--- src/hw/mpsc_defs.vh ---
// Constants for the multiphase spread clock generator core
`ifndef MPSC_DEFS_VH
`define MPSC_DEFS_VH

`define MPSC_NUM_OUT        8
`define MPSC_CODE_HIZ       3'h0
`define MPSC_CODE_LOW       3'h1
`define MPSC_CODE_TAP3      3'h2
`define MPSC_TAP_OFFSET     4'h1
`define MPSC_STARTUP_CYC    8'h80
`define MPSC_LFSR_W         15
`define MPSC_LFSR_SEED      15'h0001
`define MPSC_LFSR_TAP_HI    14
`define MPSC_LFSR_TAP_LO    13
`define MPSC_STEP_W         7
`define MPSC_STEP_LSB       0
`define MPSC_STEP_MID       7'h40
`define MPSC_RATE_16        7'h10
`define MPSC_RATE_32        7'h20
`define MPSC_RATE_64        7'h40
// Sense pair {high, low}; neither asserted means the pin floats
`define MPSC_RATE_SEL_FLOAT 2'h0
`define MPSC_RATE_SEL_LOW   2'h1
`define MPSC_RATE_SEL_HIGH  2'h2
`define MPSC_DET_WIN        8'h40
`define MPSC_DET_EDGES      4'h8

`endif

--- src/hw/mpsc_lfsr.v ---
// Fifteen-bit maximal-length shift register for frequency spreading
`timescale 1ns/1ps
`default_nettype none
`include "mpsc_defs.vh"

module mpsc_lfsr (
  // Clock and reset
  input  wire                            ref_clk,
  input  wire                            resetn,
  // Control
  input  wire                            advance,
  // State
  output reg  [`MPSC_LFSR_W-1:0]         lfsr_q
);

  wire [`MPSC_LFSR_W-1:0] lfsr_d;
  wire                    fb;

  // x^15 + x^14 + 1, maximal length
  assign fb     = lfsr_q[`MPSC_LFSR_TAP_HI] ^ lfsr_q[`MPSC_LFSR_TAP_LO];
  assign lfsr_d = {lfsr_q[`MPSC_LFSR_W-2:0], fb};

  always @(posedge ref_clk or negedge resetn) begin
    if (!resetn) begin
      lfsr_q <= `MPSC_LFSR_SEED;
    end else if (advance) begin
      // All-zero lockup is escaped by reseeding
      lfsr_q <= (lfsr_d == {`MPSC_LFSR_W{1'b0}}) ? `MPSC_LFSR_SEED : lfsr_d;
    end
  end

endmodule // mpsc_lfsr

`default_nettype wire

--- src/hw/mpsc_core.v ---
// Digital core of the multiphase spread clock generator
`timescale 1ns/1ps
`default_nettype none
`include "mpsc_defs.vh"

module mpsc_core (
  // Clock and reset
  input  wire                             ref_clk,
  input  wire                             resetn,
  // Spacing code pins
  input  wire                             spacing_code_b0,
  input  wire                             spacing_code_b1,
  input  wire                             spacing_code_b2,
  // Rate select pin, three-level: high, low, float sensed
  input  wire                             rate_pin_high,
  input  wire                             rate_pin_low,
  // Clock outputs
  output reg  [`MPSC_NUM_OUT-1:0]         clk_out_q,
  output reg  [`MPSC_NUM_OUT-1:0]         clk_out_oe_q,
  // Spreading status and step converter code
  output reg                              spread_spectrum_mode_q,
  output reg  [`MPSC_STEP_W-1:0]          step_converter_q
);

  ////////////////////////////////////////////////////////////////////////////
  // Pin synchronisers
  reg  [2:0] code_m_q;
  reg  [2:0] code_q;
  reg  [1:0] rate_m_q;
  reg  [1:0] rate_s_q;

  always @(posedge ref_clk or negedge resetn) begin
    if (!resetn) begin
      code_m_q <= `MPSC_CODE_HIZ;
      code_q   <= `MPSC_CODE_HIZ;
      rate_m_q <= `MPSC_RATE_SEL_LOW;
      rate_s_q <= `MPSC_RATE_SEL_LOW;
    end else begin
      code_m_q <= {spacing_code_b2, spacing_code_b1, spacing_code_b0};
      code_q   <= code_m_q;
      rate_m_q <= {rate_pin_high, rate_pin_low};
      rate_s_q <= rate_m_q;
    end
  end

  ////////////////////////////////////////////////////////////////////////////
  // Start-up muting
  reg  [7:0] start_cnt_q;
  wire       started;

  assign started = (start_cnt_q == `MPSC_STARTUP_CYC);

  always @(posedge ref_clk or negedge resetn) begin
    if (!resetn) begin
      start_cnt_q <= 8'h00;
    end else if (!started) begin
      start_cnt_q <= start_cnt_q + 8'h01;
    end
  end

  ////////////////////////////////////////////////////////////////////////////
  // Tap count and shared phase counter
  wire       active;
  wire [3:0] tap_count;
  reg  [3:0] phase_q;
  wire       wrap;
  wire       out_period;

  assign active    = (code_q >= `MPSC_CODE_TAP3);
  // Code 010 -> 3 ... 111 -> 8
  assign tap_count = {1'b0, code_q} + `MPSC_TAP_OFFSET;
  assign wrap      = (phase_q >= tap_count - 4'h1);
  assign out_period = wrap & active & started;

  always @(posedge ref_clk or negedge resetn) begin
    if (!resetn) begin
      phase_q <= 4'h0;
    end else if (!active || !started) begin
      phase_q <= 4'h0;
    end else begin
      phase_q <= wrap ? 4'h0 : phase_q + 4'h1;
    end
  end

  ////////////////////////////////////////////////////////////////////////////
  // Output stage
  // Output k is high while (phase - k) mod taps < ceil(taps/2); a lag of
  // one master cycle per output spaces them 360/taps apart
  wire [3:0] half_taps;
  assign half_taps = (tap_count + 4'h1) >> 1;

  genvar k;
  generate
    for (k = 0; k < `MPSC_NUM_OUT; k = k + 1) begin : g_out
      wire [3:0] kk;
      wire [3:0] rel;
      wire       used;
      assign kk   = k[3:0];
      assign rel  = (phase_q >= kk) ? (phase_q - kk) : (phase_q + tap_count - kk);
      assign used = kk < tap_count;

      always @(posedge ref_clk or negedge resetn) begin
        if (!resetn) begin
          clk_out_q[k]    <= 1'b0;
          clk_out_oe_q[k] <= 1'b0;
        end else if (!started || code_q == `MPSC_CODE_HIZ) begin
          clk_out_q[k]    <= 1'b0;
          clk_out_oe_q[k] <= 1'b0;
        end else if (code_q == `MPSC_CODE_LOW) begin
          clk_out_q[k]    <= 1'b0;
          clk_out_oe_q[k] <= 1'b1;
        end else begin
          // Even taps: outputs taps/2 apart are exact inverses
          clk_out_q[k]    <= used & (rel < half_taps);
          clk_out_oe_q[k] <= used;
        end
      end
    end
  endgenerate

  ////////////////////////////////////////////////////////////////////////////
  // Rate divider and toggle detector on the rate pin
  reg  [6:0] rate_n;
  reg  [6:0] div_cnt_q;
  reg  [7:0] win_cnt_q;
  reg  [3:0] edge_cnt_q;
  reg        rate_prev_q;
  wire       rate_edge;
  wire       win_end;
  wire       advance;

  always @* begin
    case (rate_s_q)
      `MPSC_RATE_SEL_LOW:   rate_n = `MPSC_RATE_16;
      `MPSC_RATE_SEL_FLOAT: rate_n = `MPSC_RATE_32;
      `MPSC_RATE_SEL_HIGH:  rate_n = `MPSC_RATE_64;
      default:              rate_n = `MPSC_RATE_32;
    endcase
  end

  // Edges on the high sense seen within a window of output periods mean a
  // clock is tied to the pin; a static strap never trips it
  assign rate_edge = rate_s_q[1] ^ rate_prev_q;
  assign win_end   = out_period & (win_cnt_q == `MPSC_DET_WIN - 8'h01);

  always @(posedge ref_clk or negedge resetn) begin
    if (!resetn) begin
      rate_prev_q            <= 1'b0;
      win_cnt_q              <= 8'h00;
      edge_cnt_q             <= 4'h0;
      spread_spectrum_mode_q <= 1'b0;
    end else begin
      rate_prev_q <= rate_s_q[1];
      if (win_end) begin
        // An edge in the closing cycle opens the next window's count
        win_cnt_q              <= 8'h00;
        edge_cnt_q             <= {3'h0, rate_edge};
        spread_spectrum_mode_q <= (edge_cnt_q < `MPSC_DET_EDGES);
      end else begin
        if (out_period) begin
          win_cnt_q <= win_cnt_q + 8'h01;
        end
        if (rate_edge && edge_cnt_q != 4'hf) begin
          edge_cnt_q <= edge_cnt_q + 4'h1;
        end
      end
    end
  end

  // Shift register steps once per N output periods
  assign advance = out_period & (div_cnt_q == rate_n - 7'h01);

  always @(posedge ref_clk or negedge resetn) begin
    if (!resetn) begin
      div_cnt_q <= 7'h00;
    end else if (out_period) begin
      div_cnt_q <= (div_cnt_q >= rate_n - 7'h01) ? 7'h00 : div_cnt_q + 7'h01;
    end
  end

  ////////////////////////////////////////////////////////////////////////////
  // Pseudorandom source and step converter code
  wire [`MPSC_LFSR_W-1:0] lfsr;

  mpsc_lfsr u_lfsr (
    .ref_clk (ref_clk),
    .resetn  (resetn),
    .advance (advance),
    .lfsr_q  (lfsr)
  );

  // 128 steps; analog side maps code 0..127 onto 0.9..1.1 of nominal;
  // mid-scale holds the fixed frequency when spreading is off
  always @(posedge ref_clk or negedge resetn) begin
    if (!resetn) begin
      step_converter_q <= `MPSC_STEP_MID;
    end else if (!spread_spectrum_mode_q) begin
      step_converter_q <= `MPSC_STEP_MID;
    end else begin
      step_converter_q <= lfsr[`MPSC_STEP_LSB +: `MPSC_STEP_W];
    end
  end

endmodule // mpsc_core

`default_nettype wire

--- config.mk ---
export PLATFORM = sky130hd
export DESIGN_NAME = mpsc_core
export DESIGN_NICKNAME = d
export VERILOG_FILES = /design/src/hw/mpsc_lfsr.v /design/src/hw/mpsc_core.v
export VERILOG_INCLUDE_DIRS = /design/src /design/src/hw
export SDC_FILE = /design/constraint.sdc
export NUM_CORES = 1
export LEC_CHECK = 0
export ABC_AREA = 0
export BUFFER_PORTS_ARGS = -buffer_cell sky130_fd_sc_hd__clkbuf_2
export CORE_ASPECT_RATIO = 2
export CORE_UTILIZATION = 40
export DETAILED_ROUTE_END_ITERATION = 16
export MAX_ROUTING_LAYER = met4
export SLEW_MARGIN = 20
export SYNTH_ARGS = -nofsm -noshare
export SYNTH_HDL_FRONTEND = slang
export SYNTH_SLANG_ARGS = --single-unit
--- constraint.sdc ---
create_clock -name ref_clk -period 3.15 [get_ports ref_clk]
set_clock_uncertainty 0.05 [all_clocks]
set_input_delay 0.945 -clock ref_clk [delete_from_list [all_inputs] [get_ports ref_clk]]
set_output_delay 0.945 -clock ref_clk [all_outputs]
set_load 0.02 [all_outputs]
Word-level counts from Yosys, hierarchy flattened
Cells that the tools add are included.
{"block": "classes", "add_sub_neg": 24, "order_cmp": 28, "eq_ne": 7, "muxes": 50, "n_bitwise": 14, "reduce_logical": 9}
{"operator": "2-to-1 mux 4 bit", "n": 12}
{"operator": "less-than comparator 4 x 3 -> 1 bit", "n": 8}
{"operator": "2-to-1 mux 1 bit", "n": 32}
{"operator": "subtractor 4 x 3 -> 4 bit (second input constant)", "n": 8}
{"operator": "adder 8 x 1 -> 8 bit (second input constant)", "n": 2}
{"operator": ">= comparator 4 x 3 -> 1 bit (second input constant)", "n": 4}
{"operator": "less-than comparator 3 x 4 -> 1 bit (first input constant)", "n": 4}
{"operator": "2-to-1 mux 8 bit", "n": 2}
{"operator": "subtractor 4 x 2 -> 4 bit (second input constant)", "n": 4}
{"operator": "zero test 15 bit", "n": 1}
{"operator": "2-to-1 mux 15 bit", "n": 1}
{"operator": "2-to-1 mux 7 bit", "n": 2}
{"operator": "one-hot mux 7 bit (2 select lines)", "n": 1}
{"operator": "adder 4 x 1 -> 4 bit (second input constant)", "n": 3}
{"operator": "AND 1 bit", "n": 12}
{"operator": "subtractor 4 x 1 -> 4 bit (second input constant)", "n": 3}
{"operator": "== test 8 x 6 -> 1 bit (second input constant)", "n": 1}
{"operator": "== test 8 bit (second input constant)", "n": 1}
{"operator": ">= comparator 4 x 1 -> 1 bit (second input constant)", "n": 2}
{"operator": ">= comparator 4 x 2 -> 1 bit (second input constant)", "n": 2}
{"operator": "less-than comparator 1 x 4 -> 1 bit (first input constant)", "n": 2}
{"operator": "less-than comparator 2 x 4 -> 1 bit (first input constant)", "n": 2}
{"operator": "adder 7 x 1 -> 7 bit (second input constant)", "n": 1}
{"operator": "== test 7 bit", "n": 1}
{"operator": "17 further kinds", "n": 21}
{"block": "totals", "regBits": 81, "inputBits": 7, "out_inout_bits": 24, "elab_cells": 161}

Depth between registers and ports, before layout
{"block": "depth", "word_depth": 8, "depth_mapped": 14, "depth_no_buf": 13}

By module
From an unflattened synthesis, not the netlist that was laid out.
{"block": "unflattened", "cells_unflattened": 493, "hier_area_um2": 5158.7}
{"mod": "mpsc_core", "instances": 1, "cells_per_inst": 454, "area_each_um2": 4540.6, "seq_area_each_um2": 1655.3}
{"mod": "mpsc_lfsr", "instances": 1, "cells_per_inst": 39, "area_each_um2": 618.1, "seq_area_each_um2": 376.6}

Worst setup path before layout
OpenSTA, ideal clock, no wires.
{"block": "synth_path", "path_kind": "reg-to-reg", "start": "reg code_q[0]", "end": "reg clk_out_q[3]", "setup_ps": 124, "arrival_time_ps": 3155, "required_ps": 2976, "path_slack_ps": -179, "stages_incl_launch_ff": 15, "path_buffers": 1, "synth_period_minus_slack_ps": 3329, "path_cell_list": "dfrtp_1 > inv_1 > ha_1 > inv_1 > fa_1 > clkbuf_1 > inv_1 > ha_1 > xnor2_1 > a211oi_1 > a21oi_1 > ha_1 > o21ai_0 > o2111ai_1 > nor3_1"}
{"block": "synth_via", "elab_chain_cells": 8, "word_cells_on_any_way": 13, "cone_classes": "add/sub (4); order compare (2); eq/ne (1); mux (3); bitwise (1); reduce/logical (2)"}
{"item": "from (decl)", "line": "mpsc_core.v:28", "source": "reg [2:0] code_q;"}
{"item": "from (signal assigned)", "line": "mpsc_core.v:35", "source": "code_q <= `MPSC_CODE_HIZ;"}
{"item": "from (signal assigned)", "line": "mpsc_core.v:40", "source": "code_q <= code_m_q;"}
{"item": "adder 3 x 1 -> 4 bit (no line)"}
{"item": "adder 4 bit", "line": "mpsc_core.v:99", "source": "assign rel = (phase_q >= kk) ? (phase_q - kk) : (phase_q + tap_count - kk);"}
{"item": "subtractor 4 x 2 -> 4 bit", "line": "mpsc_core.v:99"}
{"item": "2-to-1 mux 4 bit", "line": "mpsc_core.v:99"}
{"item": "less-than comparator 4 x 3 -> 1 bit", "line": "mpsc_core.v:114", "source": "clk_out_q[k] <= used & (rel < half_taps);"}
{"item": "AND 1 bit", "line": "mpsc_core.v:114"}
{"item": "2-to-1 mux 1 bit", "line": "mpsc_core.v:109", "source": "end else if (code_q == `MPSC_CODE_LOW) begin"}
{"item": "2-to-1 mux 1 bit (*)", "line": "mpsc_core.v:106", "source": "end else if (!started || code_q == `MPSC_CODE_HIZ) begin"}
{"item": "to (signal, indexed assignment)", "line": "mpsc_core.v:114"}
{"item": "to (decl)", "line": "mpsc_core.v:18", "source": "output reg [`MPSC_NUM_OUT-1:0] clk_out_q,"}
Mark *: on every way between the ends. The rest lies on a longest branch, timed or not.
A chain may end at the register's enable or synchronous reset.

Worst setup path after layout
{"block": "layout_path", "start": "reg code_q[0]", "end": "reg clk_out_q[7]"}
{"block": "layout_via", "elab_chain_cells": 8, "word_cells_on_any_way": 13, "cone_classes": "add/sub (4); order compare (2); eq/ne (1); mux (3); bitwise (1); reduce/logical (2)"}
{"item": "adder 3 x 1 -> 4 bit (no line)"}
{"item": "adder 4 bit", "line": "mpsc_core.v:99"}
{"item": "subtractor 4 x 3 -> 4 bit", "line": "mpsc_core.v:99"}
{"item": "2-to-1 mux 4 bit", "line": "mpsc_core.v:99"}
{"item": "less-than comparator 4 x 3 -> 1 bit", "line": "mpsc_core.v:114"}
{"item": "AND 1 bit", "line": "mpsc_core.v:114"}
{"item": "2-to-1 mux 1 bit", "line": "mpsc_core.v:109"}
{"item": "2-to-1 mux 1 bit (*)", "line": "mpsc_core.v:106"}
Marked as above.

==> results.py <==
metrics = {
    "synth": {
        "asyncSetResetFlopFracSynth": 1.000,
        "synth.top_cells.by_count": "dfrtp_1 (77), ha_1 (54), nand2_1 (40), nor2_1 (39), a21oi_1 (28)",
        "synthDistinctLibCells": 59,
        "count_of_flip_flops_with_a_built_in_enable_after_synthesis": 0,
        "mappedNetlistArea_um2": 4999,
        "yosys.area.top_type": "dfrtp_1",
        "synthMostInstantiatedCell": "dfrtp_1",
        "dominantRegCellSynth": "dfrtp_1",
        "ys_seq_elements": 81,
        "syn_inst": 493,
        "synthTopCellsByArea": "dfrtp_1 (39%), ha_1 (14%), xnor2_1 (4.6%)",
        "synth_seq_area_share": 0.4065,
        "post_synth_top_area_share": 0.3855,
        "ys_warn_count": 0,
        "postSynthAreaPerCell_um2": 10.14,
        "synth.net_count": 555,
    },
    "routing": {
        "route.antenna.remaining_nets": 0,
        "drt-initial-drc-count": 164,
        "dr.pass1.iters": 4,
        "post-route-drc-count": 0,
        "vias": 3982,
        "routedWlPerCell_um": 18.26,
        "wirelength_um": 12910,
        "detail_route.vias_per_cell": 5.632,
    },
    "worst_setup_path": {
        "cp.arrival_ns": 3.14,
        "crit_fanout": 5,
        "worstPathRequired_ns": 3.34,
        "critPathKind": "register to register",
        "critPathLaunchType": "register",
        "timing.critical_path.to_type": "register",
    },
    "place": {
        "hpwlAfterDp_um": 9885,
        "port_buffers": 30,
        "placed_cells_incl_taps": 691,
        "gp_congestion": 0.9794,
    },
    "layout": {
        "nNetsFinal": 617,
        "instances_no_fill": 707,
        "syn2layout_area_growth_pct": 16.87,
        "num_antenna_cells": 0,
        "drive_gt1_frac": 0.2054,
    },
    "die": {
        "fp-row-count": 57,
        "core_area_um2": 12200,
        "top_level_i_o_count": 31,
        "dieWidth_um": 81.05,
        "die_height_um": 160.1,
        "fp.dieArea_um2": 12970,
        "floorplan.initialDensity": 0.4099,
    },
    "global_route": {
        "grt_start_max_net_pins": 72,
        "globalRouteOverflowTotal": 0,
        "grt.total_usage": 0.2198,
        "grt_pass1_vias": 4181,
        "antenna_found_initial": 0,
        "global_route_wire_length_before_repair_um": 20460,
    },
    "clocking": {
        "postCtsSetupBuffers": 0,
        "cts_root_buffer": "clkbuf_16",
        "cts_buffers": 9,
        "clock_sink_count": 81,
        "cts.hold.buffers_added": 0,
        "cts.path.max_buffers": 2,
        "htree_num_levels": 3,
        "cts_resized": 0,
        "cts_tree": "done",
        "insertion_delay_ns": 0.34,
        "clk_transition_reported_paths_ns": 0.06,
    },
    "run_status": {
        "outcome": "completed",
    },
    "timing": {
        "final.min_clock_period_ns": 2.956,
        "setup_tns_ns": 0,
        "worstMarginPinSlew_ns": 0.9599,
        "fraction_of_the_cycle_the_final_worst_path_needs": 0.9383,
        "max_transition_viols_final": 0,
        "relSlewSlack": 0.3579,
        "finalHoldViolCount": 0,
        "max_freq_mhz": 338.3,
        "final-setup-viol-count": 0,
        "setup_repair_after_global_routing_missed_its_margin": "false",
    },
    "run": {
        "max_cap_violations": 0,
    },
    "pwr": {
        "ir_worst_vdd_mv": 0.3782,
        "leakage_nw": 2.826,
        "cellPowerDensity_nw_per_um2": 433.6,
    },
    "worst_hold_path": {
        "hold_path.class": "register to register",
    },
}
-- critical path, cell delays in order, from the launching register on --
cell	delay, ns
dfrtp_2	0.42
ha_1	0.25
xor2_2	0.17
buf_4	0.17
ha_1	0.35
xnor2_1	0.29
buf_4	0.18
xnor2_1	0.16
mux2i_1	0.13
ha_1	0.21
nor2_1	0.12
o2111ai_1	0.12
a221oi_1	0.25
-- final cells by class --
class                      count  area, um2
fill                        1157       6354
multi-input combinational    378       2844
sequential                    81       2033
timing repair buffer          65      415.4
clock buffer                  11      232.7
tap                          147      183.9
inverter                      20      75.07
clock inverter                 5      57.56
-- per-stage QoR --
step	area [um2]	worst slack (ns)	total power, mW	hold slack [ns]	utilization
floorplan	5030	0.04153	1.377	0.2811	-
global placement	5535	0.1737	1.504	0.2838	0.4539
detailed placement	5535	0.05608	1.521	0.2865	0.4539
CTS	5826	0.03345	2.559	0.3004	0.4777
global route	5842	0.006998	2.650	0.3146	0.4790
finish	5842	0.1944	2.533	0.2968	0.4790
-- cells in the final DEF, fill, tap and decap left out, types with 10 or more instances in the layout --
master and count:
a21oi_1 28, buf_4 36, clkbuf_2 29, dfrtp_1 76
ha_1 53, inv_1 17, mux2_4 10, mux2i_1 10
nand2_1 40, nand3_1 16, nor2_1 39, nor3_1 11
o21ai_0 25, xnor2_1 25
-- report_power, final --
part           switching, mW  internal (mW)  leakage, nW
logic                  0.229          0.171         1.64
clock network          0.413          0.613        0.132
registers             0.0302           1.08         1.05
-- flip-flops by register name, indices dropped and copies added, names as in the netlist --
register                cells
edge_cnt_q                  4
code_q                      3
rate_m_q                    2
phase_q                     4
code_m_q                    3
clk_out_q                   8
div_cnt_q                   7
win_cnt_q                   8
spread_spectrum_mode_q      1
rate_s_q                    2
u_lfsr.lfsr_q              15
clk_out_oe_q                8
start_cnt_q                 8
step_converter_q            7
rate_prev_q                 1
-- kinds of logic (layout without fill, tap and decap cells) --
family / Yosys count / in the layout / synth area share
buf+inv: 34 / 101 / 0.03329
compound gates: 101 / 101 / 0.1309
flops: 81 / 81 / 0.4065
other cells: 1 / 1 / 0.0007502
fa+ha+maj: 55 / 55 / 0.1392
mux: 27 / 27 / 0.06583
simple gates: 157 / 157 / 0.1559
xor+xnor: 37 / 37 / 0.06758
-- routing by layer --
metal | wire [um] | part of all wire | global-route usage
met1 | 4568 | 0.35 | 0.1991
met2 | 7098 | 0.55 | 0.3938
met3 | 415 | 0.032 | 0.03429
met4 | 830 | 0.064 | 0.1599
met5 | 0 | 0 | -
-- worst paths after layout --
kind	depth (start not counted)	end	slack, ns	start
worst max-delay path	12	clk_out_q[7]	0.19	code_q[0]
worst min-delay path	0	code_q[2]	0.30	code_m_q[2]
worst max register to register	12	clk_out_q[7]	0.19	code_q[0]
worst min register to register	0	code_q[2]	0.30	code_m_q[2]
max in group asynchronous	2	clk_out_oe_q[0]	1.67	resetn
min in group asynchronous	1	u_lfsr.lfsr_q[9]	0.68	resetn
Power figures use the tool's default switching activity.
